<file path="src/hdl/scp_defs.svh">
// Purpose: Constants for the serial configuration port
// Assumes: 50 MHz core clock
// Notes:   Bit positions and counts only
`ifndef SCP_DEFS_SVH
`define SCP_DEFS_SVH
`define SCP_HDR_RW_BIT     7
`define SCP_HDR_BURST_BIT  6
`define SCP_ADDR_MSB       5
`define SCP_BITS_PER_BYTE  4'h8
`define SCP_FIFO_DEPTH     4
`define SCP_DATA_W         8
`endif

</file>
<file path="src/hdl/scp_pkg.sv">
// Purpose: Types for the serial configuration port
// Assumes: Widths are written out here to match the included defs
// Notes:   Only types live here
`include "scp_defs.svh"
package scp_pkg;
	// Decoded header byte
	typedef struct packed {
		logic       rd;
		logic       burst;
		logic [5:0] addr;
	} scp_hdr_s;
	// One register access toward the core
	typedef struct packed {
		logic       rd;
		logic [5:0] addr;
		logic [7:0] data;
	} scp_acc_s;
	typedef enum logic [1:0] {
		SCP_IDLE,
		SCP_HDR,
		SCP_DATA
	} scp_state_e;
endpackage

</file>
<file path="src/hdl/scp_fifo.sv">
// Purpose: Small valid/ready FIFO for write accesses
// Assumes: Single clock, synchronous active-low reset
// Notes:   Read data come from a register
`timescale 1ns/10ps
module scp_fifo #(
	parameter int WIDTH = 22,
	parameter int DEPTH = 4
) (
	input  wire logic             core_clk, // Core clock
	input  wire logic             rst_b,    // Sync reset, low
	input  wire logic [WIDTH-1:0] inData,   // Fill data
	input  wire logic             inValid,  // Fill valid
	output logic                  inReady,  // Not full
	output logic      [WIDTH-1:0] outData,  // Drain data
	output logic                  outValid, // Not empty
	input  wire logic             outReady  // Drain accepts
);
	localparam int AW = $clog2(DEPTH);
	logic [WIDTH-1:0] mem_q [DEPTH];
	logic [AW:0]      wr_q, wr_d, rd_q, rd_d;
	logic [WIDTH-1:0] out_q, out_d;
	logic             push, pop;

	// Pointers and full/empty from the extra wrap bit
	always_comb begin
		inReady  = !((wr_q[AW] != rd_q[AW]) && (wr_q[AW-1:0] == rd_q[AW-1:0]));
		outValid = (wr_q != rd_q);
		push     = inValid && inReady;
		pop      = outValid && outReady;
		wr_d     = push ? wr_q + 1'b1 : wr_q;
		rd_d     = pop ? rd_q + 1'b1 : rd_q;
		out_d    = mem_q[rd_d[AW-1:0]];
		if (push && (wr_q[AW-1:0] == rd_d[AW-1:0])) begin
			out_d = inData;
		end
	end
	assign outData = out_q;

	// Pointer and output registers
	always_ff @(posedge core_clk) begin
		if (!rst_b) begin
			wr_q  <= '0;
			rd_q  <= '0;
			out_q <= '0;
		end else begin
			wr_q  <= wr_d;
			rd_q  <= rd_d;
			out_q <= out_d;
		end
	end

	// Storage entries
	for (genvar i = 0; i < DEPTH; i++) begin : gEnt
		always_ff @(posedge core_clk) begin
			if (push && (wr_q[AW-1:0] == AW'(i))) begin
				mem_q[i] <= inData;
			end
		end
	end
endmodule

</file>
<file path="src/hdl/scp_port.sv">
// Purpose: Four-wire serial slave port for config and buffered data
// Assumes: Link clock far slower than core clock; sampled, not used as clock
// Notes:   Writes go out through a FIFO; reads use a one-cycle lookup
`timescale 1ns/10ps
`include "scp_defs.svh"
// Operation
// All bytes shift most significant bit first
// Host opens each transaction with header byte
// Header bit7 read, bit6 burst, 5:0 address
// Read flag one reads, zero writes
// Host keeps select low whole transfer
// Select rising midway abandons the transfer
// Host waits for data-out low first
// Data-out low only once oscillator runs
// Oscillator running: data-out low at select
// Host up to 10 MHz with gaps
// Single access without gap: 9 MHz max
// Burst access without gaps: 6.5 MHz max
// Blind host waits 150 us from select
// Registers default on reset, host rewrites
// Same port carries registers and buffered data
// Sample input rising, change output falling
// Status byte shifts out during header
// Burst address increments every eight clocks
module scp_port (
	input  wire logic        core_clk,     // Core clock, 50 MHz
	input  wire logic        rst_b,        // Sync reset, low
	input  wire logic        serialClk,    // Link clock pin
	input  wire logic        chip_select_low, // Select pin, low
	input  wire logic        serialIn,     // Data in pin
	output logic             serialOut,    // Data out pin
	output logic             serialOutEn,  // Data out driven
	input  wire logic        oscRunning,   // Crystal oscillator stable
	input  wire logic [7:0]  statusByte,   // Status shifted with header
	output scp_pkg::scp_acc_s wrAcc,       // Write access to core
	output logic             wrValid,      // Write access valid
	input  wire logic        wrReady,      // Core takes write
	output logic [5:0]       rdAddr,       // Read address to core
	output logic             rdStrobe,     // Read request pulse
	input  wire logic [7:0]  rdData,       // Read data, next cycle
	output logic             overrun       // Write lost, FIFO full
);
	logic [2:0] sclkSync_q, csSync_q, siSync_q;
	logic       sclkRise, sclkFall, csLow;
	logic       rdReq;
	scp_pkg::scp_state_e st_q, st_d;
	logic [7:0] shIn_q, shIn_d, shOut_q, shOut_d;
	logic [3:0] cnt_q, cnt_d;
	scp_pkg::scp_hdr_s hdr_q, hdr_d;
	logic       rdPend_q, rdPend_d;
	logic       out_q, out_d, oe_q, oe_d;
	logic       push, fifoReady;
	logic [7:0] byteNow;
	scp_pkg::scp_acc_s pushAcc;

	// Three-flop synchronisers; logic reads only stages two and three
	always_ff @(posedge core_clk) begin
		if (!rst_b) begin
			sclkSync_q  <= 3'h0;
			csSync_q    <= 3'h7;
			siSync_q    <= 3'h0;
		end else begin
			sclkSync_q  <= {sclkSync_q[1:0], serialClk};
			csSync_q    <= {csSync_q[1:0], chip_select_low};
			siSync_q    <= {siSync_q[1:0], serialIn};
		end
	end
	assign sclkRise = sclkSync_q[1] && !sclkSync_q[2];
	assign sclkFall = !sclkSync_q[1] && sclkSync_q[2];
	assign csLow    = !csSync_q[1];
	assign byteNow  = {shIn_q[6:0], siSync_q[1]};

	// Transfer state machine
	always_comb begin
		st_d     = st_q;
		shIn_d   = shIn_q;
		shOut_d  = shOut_q;
		cnt_d    = cnt_q;
		hdr_d    = hdr_q;
		rdPend_d = rdStrobe; // Data arrive the cycle after the strobe
		out_d    = out_q;
		oe_d     = oe_q;
		push     = 1'b0;
		pushAcc  = '{rd: 1'b0, addr: hdr_q.addr, data: byteNow};
		rdReq    = 1'b0;
		case (st_q)
			scp_pkg::SCP_IDLE: begin
				oe_d  = 1'b0;
				out_d = 1'b1;
				if (csLow && oscRunning) begin
					st_d    = scp_pkg::SCP_HDR;
					oe_d    = 1'b1;
					out_d   = 1'b0;
					cnt_d   = 4'h0;
					// Ready bit shows at once, the rest follow on falls
					shOut_d = {statusByte[6:0], 1'b0};
				end else if (csLow) begin
					oe_d = 1'b1; // Ready stays high until crystal runs
				end
			end
			scp_pkg::SCP_HDR, scp_pkg::SCP_DATA: begin
				if (sclkRise) begin
					shIn_d = byteNow;
					cnt_d  = cnt_q + 4'h1;
					if (cnt_q + 4'h1 == `SCP_BITS_PER_BYTE) begin
						cnt_d = 4'h0;
						if (st_q == scp_pkg::SCP_HDR) begin
							hdr_d.rd    = byteNow[`SCP_HDR_RW_BIT];
							hdr_d.burst = byteNow[`SCP_HDR_BURST_BIT];
							hdr_d.addr  = byteNow[`SCP_ADDR_MSB:0];
							st_d        = scp_pkg::SCP_DATA;
							if (byteNow[`SCP_HDR_RW_BIT]) begin
								rdReq = 1'b1;
							end
						end else begin
							if (!hdr_q.rd) begin
								push = 1'b1;
							end
							if (hdr_q.burst) begin
								hdr_d.addr = hdr_q.addr + 6'h01;
								rdReq      = hdr_q.rd;
							end
						end
					end
				end
				if (sclkFall) begin
					shOut_d = {shOut_q[6:0], 1'b0};
					out_d   = shOut_q[7];
					if (st_q == scp_pkg::SCP_DATA && !hdr_q.rd) begin
						shOut_d = {statusByte[6:0], 1'b0};
						out_d   = (cnt_q == 4'h0) ? statusByte[7] : shOut_q[7];
						if (cnt_q != 4'h0) begin
							shOut_d = {shOut_q[6:0], 1'b0};
						end
					end
				end
				if (st_q == scp_pkg::SCP_HDR && cnt_q == 4'h0 && !sclkFall) begin
					out_d = 1'b0; // Ready indication before first bit
				end
				if (rdPend_q) begin
					shOut_d = rdData;
				end
				if (!csLow) begin
					st_d  = scp_pkg::SCP_IDLE;
					oe_d  = 1'b0;
					cnt_d = 4'h0;
					push  = 1'b0;
					rdReq = 1'b0;
				end
			end
			default: begin
				st_d = scp_pkg::SCP_IDLE;
			end
		endcase
	end

	// Register stage; defaults after reset
	always_ff @(posedge core_clk) begin
		if (!rst_b) begin
			st_q     <= scp_pkg::SCP_IDLE;
			shIn_q   <= 8'h00;
			shOut_q  <= 8'h00;
			cnt_q    <= 4'h0;
			hdr_q    <= '0;
			rdPend_q <= 1'b0;
			rdStrobe <= 1'b0;
			out_q    <= 1'b1;
			oe_q     <= 1'b0;
			overrun  <= 1'b0;
		end else begin
			st_q     <= st_d;
			shIn_q   <= shIn_d;
			shOut_q  <= shOut_d;
			cnt_q    <= cnt_d;
			hdr_q    <= hdr_d;
			rdPend_q <= rdPend_d;
			rdStrobe <= rdReq;
			out_q    <= out_d;
			oe_q     <= oe_d;
			overrun  <= push && !fifoReady;
		end
	end
	assign serialOut   = out_q;
	assign serialOutEn = oe_q;
	assign rdAddr      = hdr_q.addr; // Settled with the registered strobe

	// Write accesses buffered toward the core
	scp_fifo #(
		.WIDTH(15),
		.DEPTH(`SCP_FIFO_DEPTH)
	) uFifo (
		.core_clk(core_clk),
		.rst_b   (rst_b),
		.inData  (pushAcc),
		.inValid (push),
		.inReady (fifoReady),
		.outData (wrAcc),
		.outValid(wrValid),
		.outReady(wrReady)
	);

	// Select falling drives out low at once when crystal runs
	rdyLow_a: assert property (@(posedge core_clk) disable iff (!rst_b)
		(st_q == scp_pkg::SCP_IDLE && csLow && oscRunning)
		|=> (serialOutEn && !serialOut))
		else $error("ready low missing after select");
	// Never signal ready without the crystal
	noOsc_a: assert property (@(posedge core_clk) disable iff (!rst_b)
		(st_q == scp_pkg::SCP_IDLE && !oscRunning) |=> serialOut)
		else $error("ready shown without oscillator");
	// Select high abandons the transfer
	abandon_a: assert property (@(posedge core_clk) disable iff (!rst_b)
		(st_q != scp_pkg::SCP_IDLE && !csLow)
		|=> (st_q == scp_pkg::SCP_IDLE && cnt_q == 4'h0 && !serialOutEn))
		else $error("transfer not abandoned");
	// Burst address steps by one per byte
	burstInc_a: assert property (@(posedge core_clk) disable iff (!rst_b)
		(st_q == scp_pkg::SCP_DATA && hdr_q.burst && sclkRise
		&& cnt_q == 4'h7 && csLow)
		|=> hdr_q.addr == $past(hdr_q.addr) + 6'h01)
		else $error("burst address not incremented");
	// Header read flag decoded from the shifted byte
	hdrDec_a: assert property (@(posedge core_clk) disable iff (!rst_b)
		(st_q == scp_pkg::SCP_HDR && sclkRise && cnt_q == 4'h7 && csLow)
		|=> (st_q == scp_pkg::SCP_DATA && hdr_q.rd == shIn_q[7]))
		else $error("header decode wrong");
	// Read header raises one read strobe
	rdReq_a: assert property (@(posedge core_clk) disable iff (!rst_b)
		(st_q == scp_pkg::SCP_HDR && sclkRise && cnt_q == 4'h7
		&& byteNow[7] && csLow) |=> rdStrobe ##1 rdPend_q)
		else $error("read not requested");
	// In the data state, output changes only after a link falling edge
	outEdge_a: assert property (@(posedge core_clk) disable iff (!rst_b)
		(st_q == scp_pkg::SCP_DATA && $past(st_q) == scp_pkg::SCP_DATA
		&& $changed(serialOut)) |-> $past(sclkFall))
		else $error("output moved off falling edge");
	// Write data byte is pushed toward core
	wrPush_a: assert property (@(posedge core_clk) disable iff (!rst_b)
		(st_q == scp_pkg::SCP_DATA && !hdr_q.rd && sclkRise
		&& cnt_q == 4'h7 && csLow && fifoReady) |=> ##[0:2] wrValid)
		else $error("write byte not buffered");
endmodule

</file>
<file path="config.mk">
export PLATFORM = sky130hd
export DESIGN_NAME = scp_port
export DESIGN_NICKNAME = d
export VERILOG_FILES = /design/src/hdl/scp_pkg.sv /design/src/hdl/scp_fifo.sv /design/src/hdl/scp_port.sv
export VERILOG_INCLUDE_DIRS = /design/src /design/src/hdl
export SDC_FILE = /design/constraint.sdc
export NUM_CORES = 1
export LEC_CHECK = 0
export BUFFER_PORTS_ARGS = -buffer_cell sky130_fd_sc_hd__buf_4
export CORE_ASPECT_RATIO = 0.6
export CORE_UTILIZATION = 45
export DETAILED_ROUTE_END_ITERATION = 7
export GPL_TIMING_DRIVEN = 0
export PLACE_DENSITY_LB_ADDON = 0.1
export SYNTH_ARGS = -nofsm -noshare
export SYNTH_HDL_FRONTEND = slang
export SYNTH_SLANG_ARGS = --single-unit
</file>
<file path="constraint.sdc">
create_clock -name core_clk -period 2.8 [get_ports core_clk]
set_input_delay 0.56 -clock core_clk [delete_from_list [all_inputs] [get_ports core_clk]]
set_output_delay 0.56 -clock core_clk [all_outputs]
set_load 0.01 [all_outputs]
</file>
After elaboration in Yosys (flattened, before gate mapping)
Memories as Yosys holds them, arrays and structs flattened. Cells that the tools add are included.

Register bits: 62. Bits of input ports: 23. Bits in writable memories: 56. Word-level logic and storage cells: 144. Memories kept: 1. Latch bits: 0. Bits in read-only memories: 0.

Memory list: uFifo.mem_q (depth 4, width 14, rd ports 1, clocked after memory_dff 0, wr ports 1, RTL line scp_fifo.sv:19) `logic [WIDTH-1:0] mem_q [DEPTH];`.

Mux-type cells: 57. $add $sub $neg: 4. Order comparisons: 0. Shift-type cells: 0. $mul: 0. Divide/modulo/power cells: 0. Bitwise logic cells: 4. Equal/unequal tests: 17. Reduce and logical (&&, ||, !) cells: 41.

Operators with widths (number): $mux W14 (4); $reduce_or A14 Y1 (3); $mux W8 (5); $mux W1 (28); $mux W2 (9); $mux W4 (4); $pmux W8 S2 (1); $logic_and A1 B1 Y1 (15); $ne A3 B3 Y1 const B (5); $mux W6 (2); $reduce_and A4 Y1 (3); $pmux W4 S2 (1); $add A3 B1 Y3 const B (2); $add A6 B1 Y6 const B (1); $eq A2 B2 Y1 const B (3); $logic_not A1 Y1 (6); $reduce_and A2 Y1 (3); $reduce_and A3 Y1 (2); $reduce_or A5 Y1 (1); $add A4 B1 Y4 const B (1); $eq A2 B1 Y1 const B (2); $eq A2 B2 Y1 (2); $eq A4 B4 Y1 const B (1); $logic_not A2 Y1 (2); other kinds (10) (17).

Depth between registers and ports, before layout
Word-level depth: 14. Depth in mapped cells: 9. Depth with buffers taken out: 7.

By module
From an unflattened synthesis, not the netlist that was laid out.

Cell total of the unflattened synthesis: 480. Area total of the unflattened synthesis: 6009.5 um^2.

By module, submodules not included: scp_fifo (area an instance 3746.1 um^2, cells an instance 216, instances 1); scp_port (area an instance 2263.4 um^2, cells an instance 264, instances 1).

Worst setup path before layout
Ideal clock, no wire load.

Path kind: register -> register. Start: register st_q[1]. End: memory uFifo.mem_q[3][0] (netlist bit) (enable). Arrival time: 2.291 ns. Library setup time: 0.387 ns. Stages on the path, launching flop included: 8. Slack: 0.122 ns. Period minus slack after synthesis: 2.678 ns. Data required time: 2.413 ns. Cell sequence: dfxtp_1 > inv_1 > ha_1 > or4b_1 > a311oi_1 > o21ai_1 > clkbuf_1 > nor2_1.

Longest elaborated chain between the ends: 14.

RTL lines: start: declaration (RTL line scp_port.sv:46) `scp_pkg::scp_state_e st_q, st_d;`; start signal: assignment (RTL line scp_port.sv:160) `st_q <= scp_pkg::SCP_IDLE;`; start signal: assignment (RTL line scp_port.sv:171) `st_q <= st_d;`; $eq A2 B1 Y1 (RTL line scp_port.sv:86, scp_port.sv:107); $mux W1 (RTL line scp_port.sv:107) `if (st_q == scp_pkg::SCP_HDR) begin`; $mux W1 (RTL line scp_port.sv:105) `` if (cnt_q + 4'h1 == `SCP_BITS_PER_BYTE) begin ``; $mux W1 (RTL line scp_port.sv:102) `if (sclkRise) begin`; $mux W1 (RTL line scp_port.sv:143) `if (!csLow) begin`; $mux W1 * (RTL line scp_port.sv:86) `case (st_q)`; $logic_and A1 B1 Y1 * (RTL line scp_fifo.sv:28) `push = inValid && inReady;`; $logic_and A1 B1 Y1 (RTL line scp_fifo.sv:55) `if (push && (wr_q[AW-1:0] == AW'(i))) begin`; $mux W1 (RTL line scp_fifo.sv:55); $mux W1 (not written as such) (RTL line scp_fifo.sv:56) `mem_q[i] <= inData;`; $reduce_or A14 Y1 (no line); $mux W2 (no line) / $mux W1 (equally long branches) (3 in a row); end: declaration (RTL line scp_fifo.sv:19).

Every way passes the cells marked *; elsewhere a longest branch is shown, timed or not.

Final worst setup path
Start: register st_q[0]. End: memory uFifo.mem_q[3][5] (netlist bit) (enable).

The elaborated chain is that of the path after synthesis.

==> flow_metrics.py <==
metrics = {
    "die": {
        "die_h_um": 88.49,
        "die_x_um": 146.2,
        "io_pins": 49,
        "coreArea_sq_mm": 0.01210,
        "rows": 31,
        "start_util_pct": 46.36,
        "die_area_sq_mm": 0.01293,
    },
    "synthesis": {
        "synth_seq_cells": 117,
        "synthesis.nets": 506,
        "synthTopCellsByArea": "edfxtp_1 30%, dfxtp_1 22%, mux4_2 11%",
        "synth_largest_area_cell": "edfxtp_1",
        "yosys_warnings": 0,
        "yosysUniqueCellTypes": 55,
        "synthCells": 470,
        "netlist_area_sq_mm": 0.005610,
        "synth_flop_cell": "dfxtp_1",
        "async_reset_ff_share_pct": 0,
        "synth_top_area_share_pct": 29.97,
        "avgSynthCellArea_sq_um": 11.94,
        "yosysSeqAreaShare_pct": 51.74,
        "synth-edff-count": 56,
    },
    "placement": {
        "dp.cells": 683,
        "gp_congestion": 0.8101,
        "post-place-ws_ns": -0.3477,
        "dpl.hpwl_um": 9300,
        "post_dp_cell_area_sq_mm": 0.006202,
        "io_buffers": 46,
    },
    "clock_network": {
        "cts_buffers": 17,
        "clk_latency_ns": 0.40,
        "clockRootBuffer": "clkbuf_16",
        "cts_buffer_depth": 2,
        "cts_sinks": 117,
        "htreeDepth": 4,
        "cts_tree": "yes",
        "clk_pin_slew_ns": 0.05,
    },
    "hold_path": {
        "hp-class": "in2reg",
        "hold_start": "chip_select_low",
        "hold_depth": 2,
    },
    "sta": {
        "tightest_slew_ns": 0.7310,
        "setup-violations-final": 0,
        "hold_viol_final": 0,
        "slew_headroom_pct": 51.27,
        "rsz0062_at_grt": "no",
        "period_needed_ns": 2.657,
        "fin_crit_sh_pct": 94.89,
        "setup_slack_ns": 0.1431,
        "drv_slew": 0,
        "fin_skew_ns": 0.009890,
        "fmax_mhz": 376.4,
    },
    "worst_setup_path": {
        "reg2reg_depth": 8,
        "crit_start": "st_q[0]$_SDFFE_PN0P_",
        "worst_ep_required_time_ns": 2.90,
        "setup.worst_path.class": "reg2reg",
        "endpoint_kind": "flop",
        "worstPathMaxFanout": 13,
        "r2r-start": "st_q[0]$_SDFFE_PN0P_",
        "critPathArrivalTime_ns": 2.76,
        "crit_path_start_kind": "flop",
    },
    "routing": {
        "post_drt_wl_per_cell_um": 19.05,
        "drc": 0,
        "dr_total_vias": 4022,
        "detail-route-antenna-nets": 0,
        "avgViaCountPerCell": 5.617,
        "first_pass_iters": 5,
        "drt-total-wl_um": 13640,
        "first_iter_violations": 304,
    },
    "run": {
        "maxCapViolations": 0,
    },
    "cells_and_area": {
        "final_cell_area_sq_mm": 0.006842,
        "nets": 574,
        "multi_input_area_sq_mm": 0.002501,
        "drive_gt1_share_pct": 23.59,
        "n_fill_cell": 1027,
        "stdcell_count": 716,
        "register_area_sq_mm": 0.002903,
        "antenna_cells": 0,
        "area_delta_synth_final_pct": 21.94,
    },
    "global_routing": {
        "grt_pass1_vias": 3876,
        "grt_max_degree": 17,
        "grt.total_usage_pct": 22.66,
        "antenna_found_initial": 0,
        "overflow": 0,
        "grt_pass1_wl_um": 21760,
    },
    "power": {
        "power_mw": 4.262,
        "power_density_mw_per_mm2": 623.0,
        "p_leak_nw": 2.544,
        "ir_drop_mv": 0.3996,
    },
    "outcome": {
        "status": "completed",
    },
}
[cell type report]
class                      count  share of cell area (%)
timing repair buffer          50                   6.072
clock inverter                 9                   1.481
sequential                   117                   42.43
tap                          165                   3.018
inverter                      13                  0.7132
clock buffer                  23                   7.004
multi-input combinational    302                   36.56
buffer                        37                   2.725
[power by group]
| group | total (mW) | internal (mW) | switching, mW | leakage, nW |
|---|---|---|---|---|
| clock network | 2.11 | 1.38 | 0.735 | 0.276 |
| registers | 1.84 | 1.82 | 0.0233 | 0.976 |
| logic | 0.309 | 0.126 | 0.184 | 1.29 |
[layer usage]
metal  routed length, um  up-vias  global-route usage, %
met2                5887      129                  33.38
li1                    -     1882                      -
met1                6829     1998                  33.88
met5                   0        -                      0
met4                 138        0                  7.008
met3                 788       13                  4.227
[timing repair]
| item | in CTS | in global routing |
|---|---|---|
| pin swaps | 2 | 0 |
| setup endpoints to repair | 28 | 65 |
| cloned | 0 | 0 |
| gates resized for setup | 2 | 6 |
| buffers inserted | 2 | 0 |
| hold buffers | 0 | 0 |
[cell usage in the layout (no fill, tap or decap), types with 3 or more instances in the layout]
cell	n
a21oi_1	3
and3_1	3
edfxtp_1	56
nand2b_1	14
a32o_1	7
buf_2	6
and2_1	11
nand2_1	33
o21a_1	3
inv_1	12
a21boi_0	10
o211ai_1	6
clkinvlp_4	3
o21ai_0	38
a31oi_1	5
o211a_1	14
dfxtp_1	61
clkbuf_16	18
mux2i_1	20
nor2_1	19
nand3_1	8
nor2b_1	11
nor3_1	12
clkinv_2	3
xor2_1	4
mux4_2	28
xnor2_1	4
buf_4	54
ha_1	13
nor2_4	3
clkbuf_1	24
[sequential cells by signal, indices dropped and copies added, names as in the netlist, 3 cells and up]
register	flops
sclkSync_q	3
shOut_q	8
uFifo.mem_q	56
uFifo.wr_q	3
rdAddr	6
uFifo.rd_q	3
shIn_q	7
cnt_q	4
uFifo.outData	14
[path summary, 6_finish.rpt]
kind | to | slack (ns)
setup reg to reg | uFifo.mem_q[3][5]$_DFFE_PP_ | 0.14
setup / recovery | uFifo.mem_q[3][5]$_DFFE_PP_ | 0.14
hold reg to reg | csSync_q[1]$_SDFF_PN1_ | 0.41
hold / removal | csSync_q[0]$_SDFF_PN1_ | 0.34
[stage by stage]
stage                     TNS, ns  utilization (%)  hold slack, ns
after detailed placement   -9.349            51.25          0.4003
after global routing            0            56.53          0.3392
after global placement     -47.16            50.92          0.3909
after CTS                       0            56.46          0.3253
after floorplan                 0                -          0.3863
final                           0            56.53          0.3365
[cells in the mapped netlist, types with 7 or more instances]
| master | instances |
|---|---|
| nor2_1 | 23 |
| buf_4 | 8 |
| nand2b_1 | 14 |
| nor3_1 | 12 |
| nor2b_1 | 11 |
| and2_1 | 11 |
| ha_1 | 13 |
| nand3_1 | 8 |
| a32o_1 | 7 |
| inv_1 | 12 |
| edfxtp_1 | 56 |
| dfxtp_1 | 61 |
| mux4_2 | 28 |
| o211a_1 | 14 |
| nand2_1 | 33 |
| mux2i_1 | 20 |
| o21ai_0 | 38 |
| a21boi_0 | 10 |
| clkbuf_1 | 23 |
[kinds of logic (layout without fill, tap and decap cells)]
group / after synthesis / count (layout) / synth area share (%)
other: 1 / 1 / 0.06684
and+or+nand+nor: 128 / 128 / 11.60
AOI/OAI and AO/OA: 103 / 103 / 13.22
adders and majority gates: 13 / 13 / 2.899
muxes: 49 / 49 / 15.01
DFF: 117 / 117 / 51.74
buffers and inverters: 51 / 132 / 4.215
xor gates and xnor gates: 8 / 8 / 1.249
[worst max-delay path, stage by stage, from the launching register on]
cell	delay (ns)
dfxtp_1	0.40
inv_1	0.09
ha_1	0.45
nand2b_1	0.18
a311oi_1	0.32
o21ai_1	0.16
clkbuf_2	0.31
nor2_4	0.23
buf_8	0.20
Power figures use the tool's default switching activity.
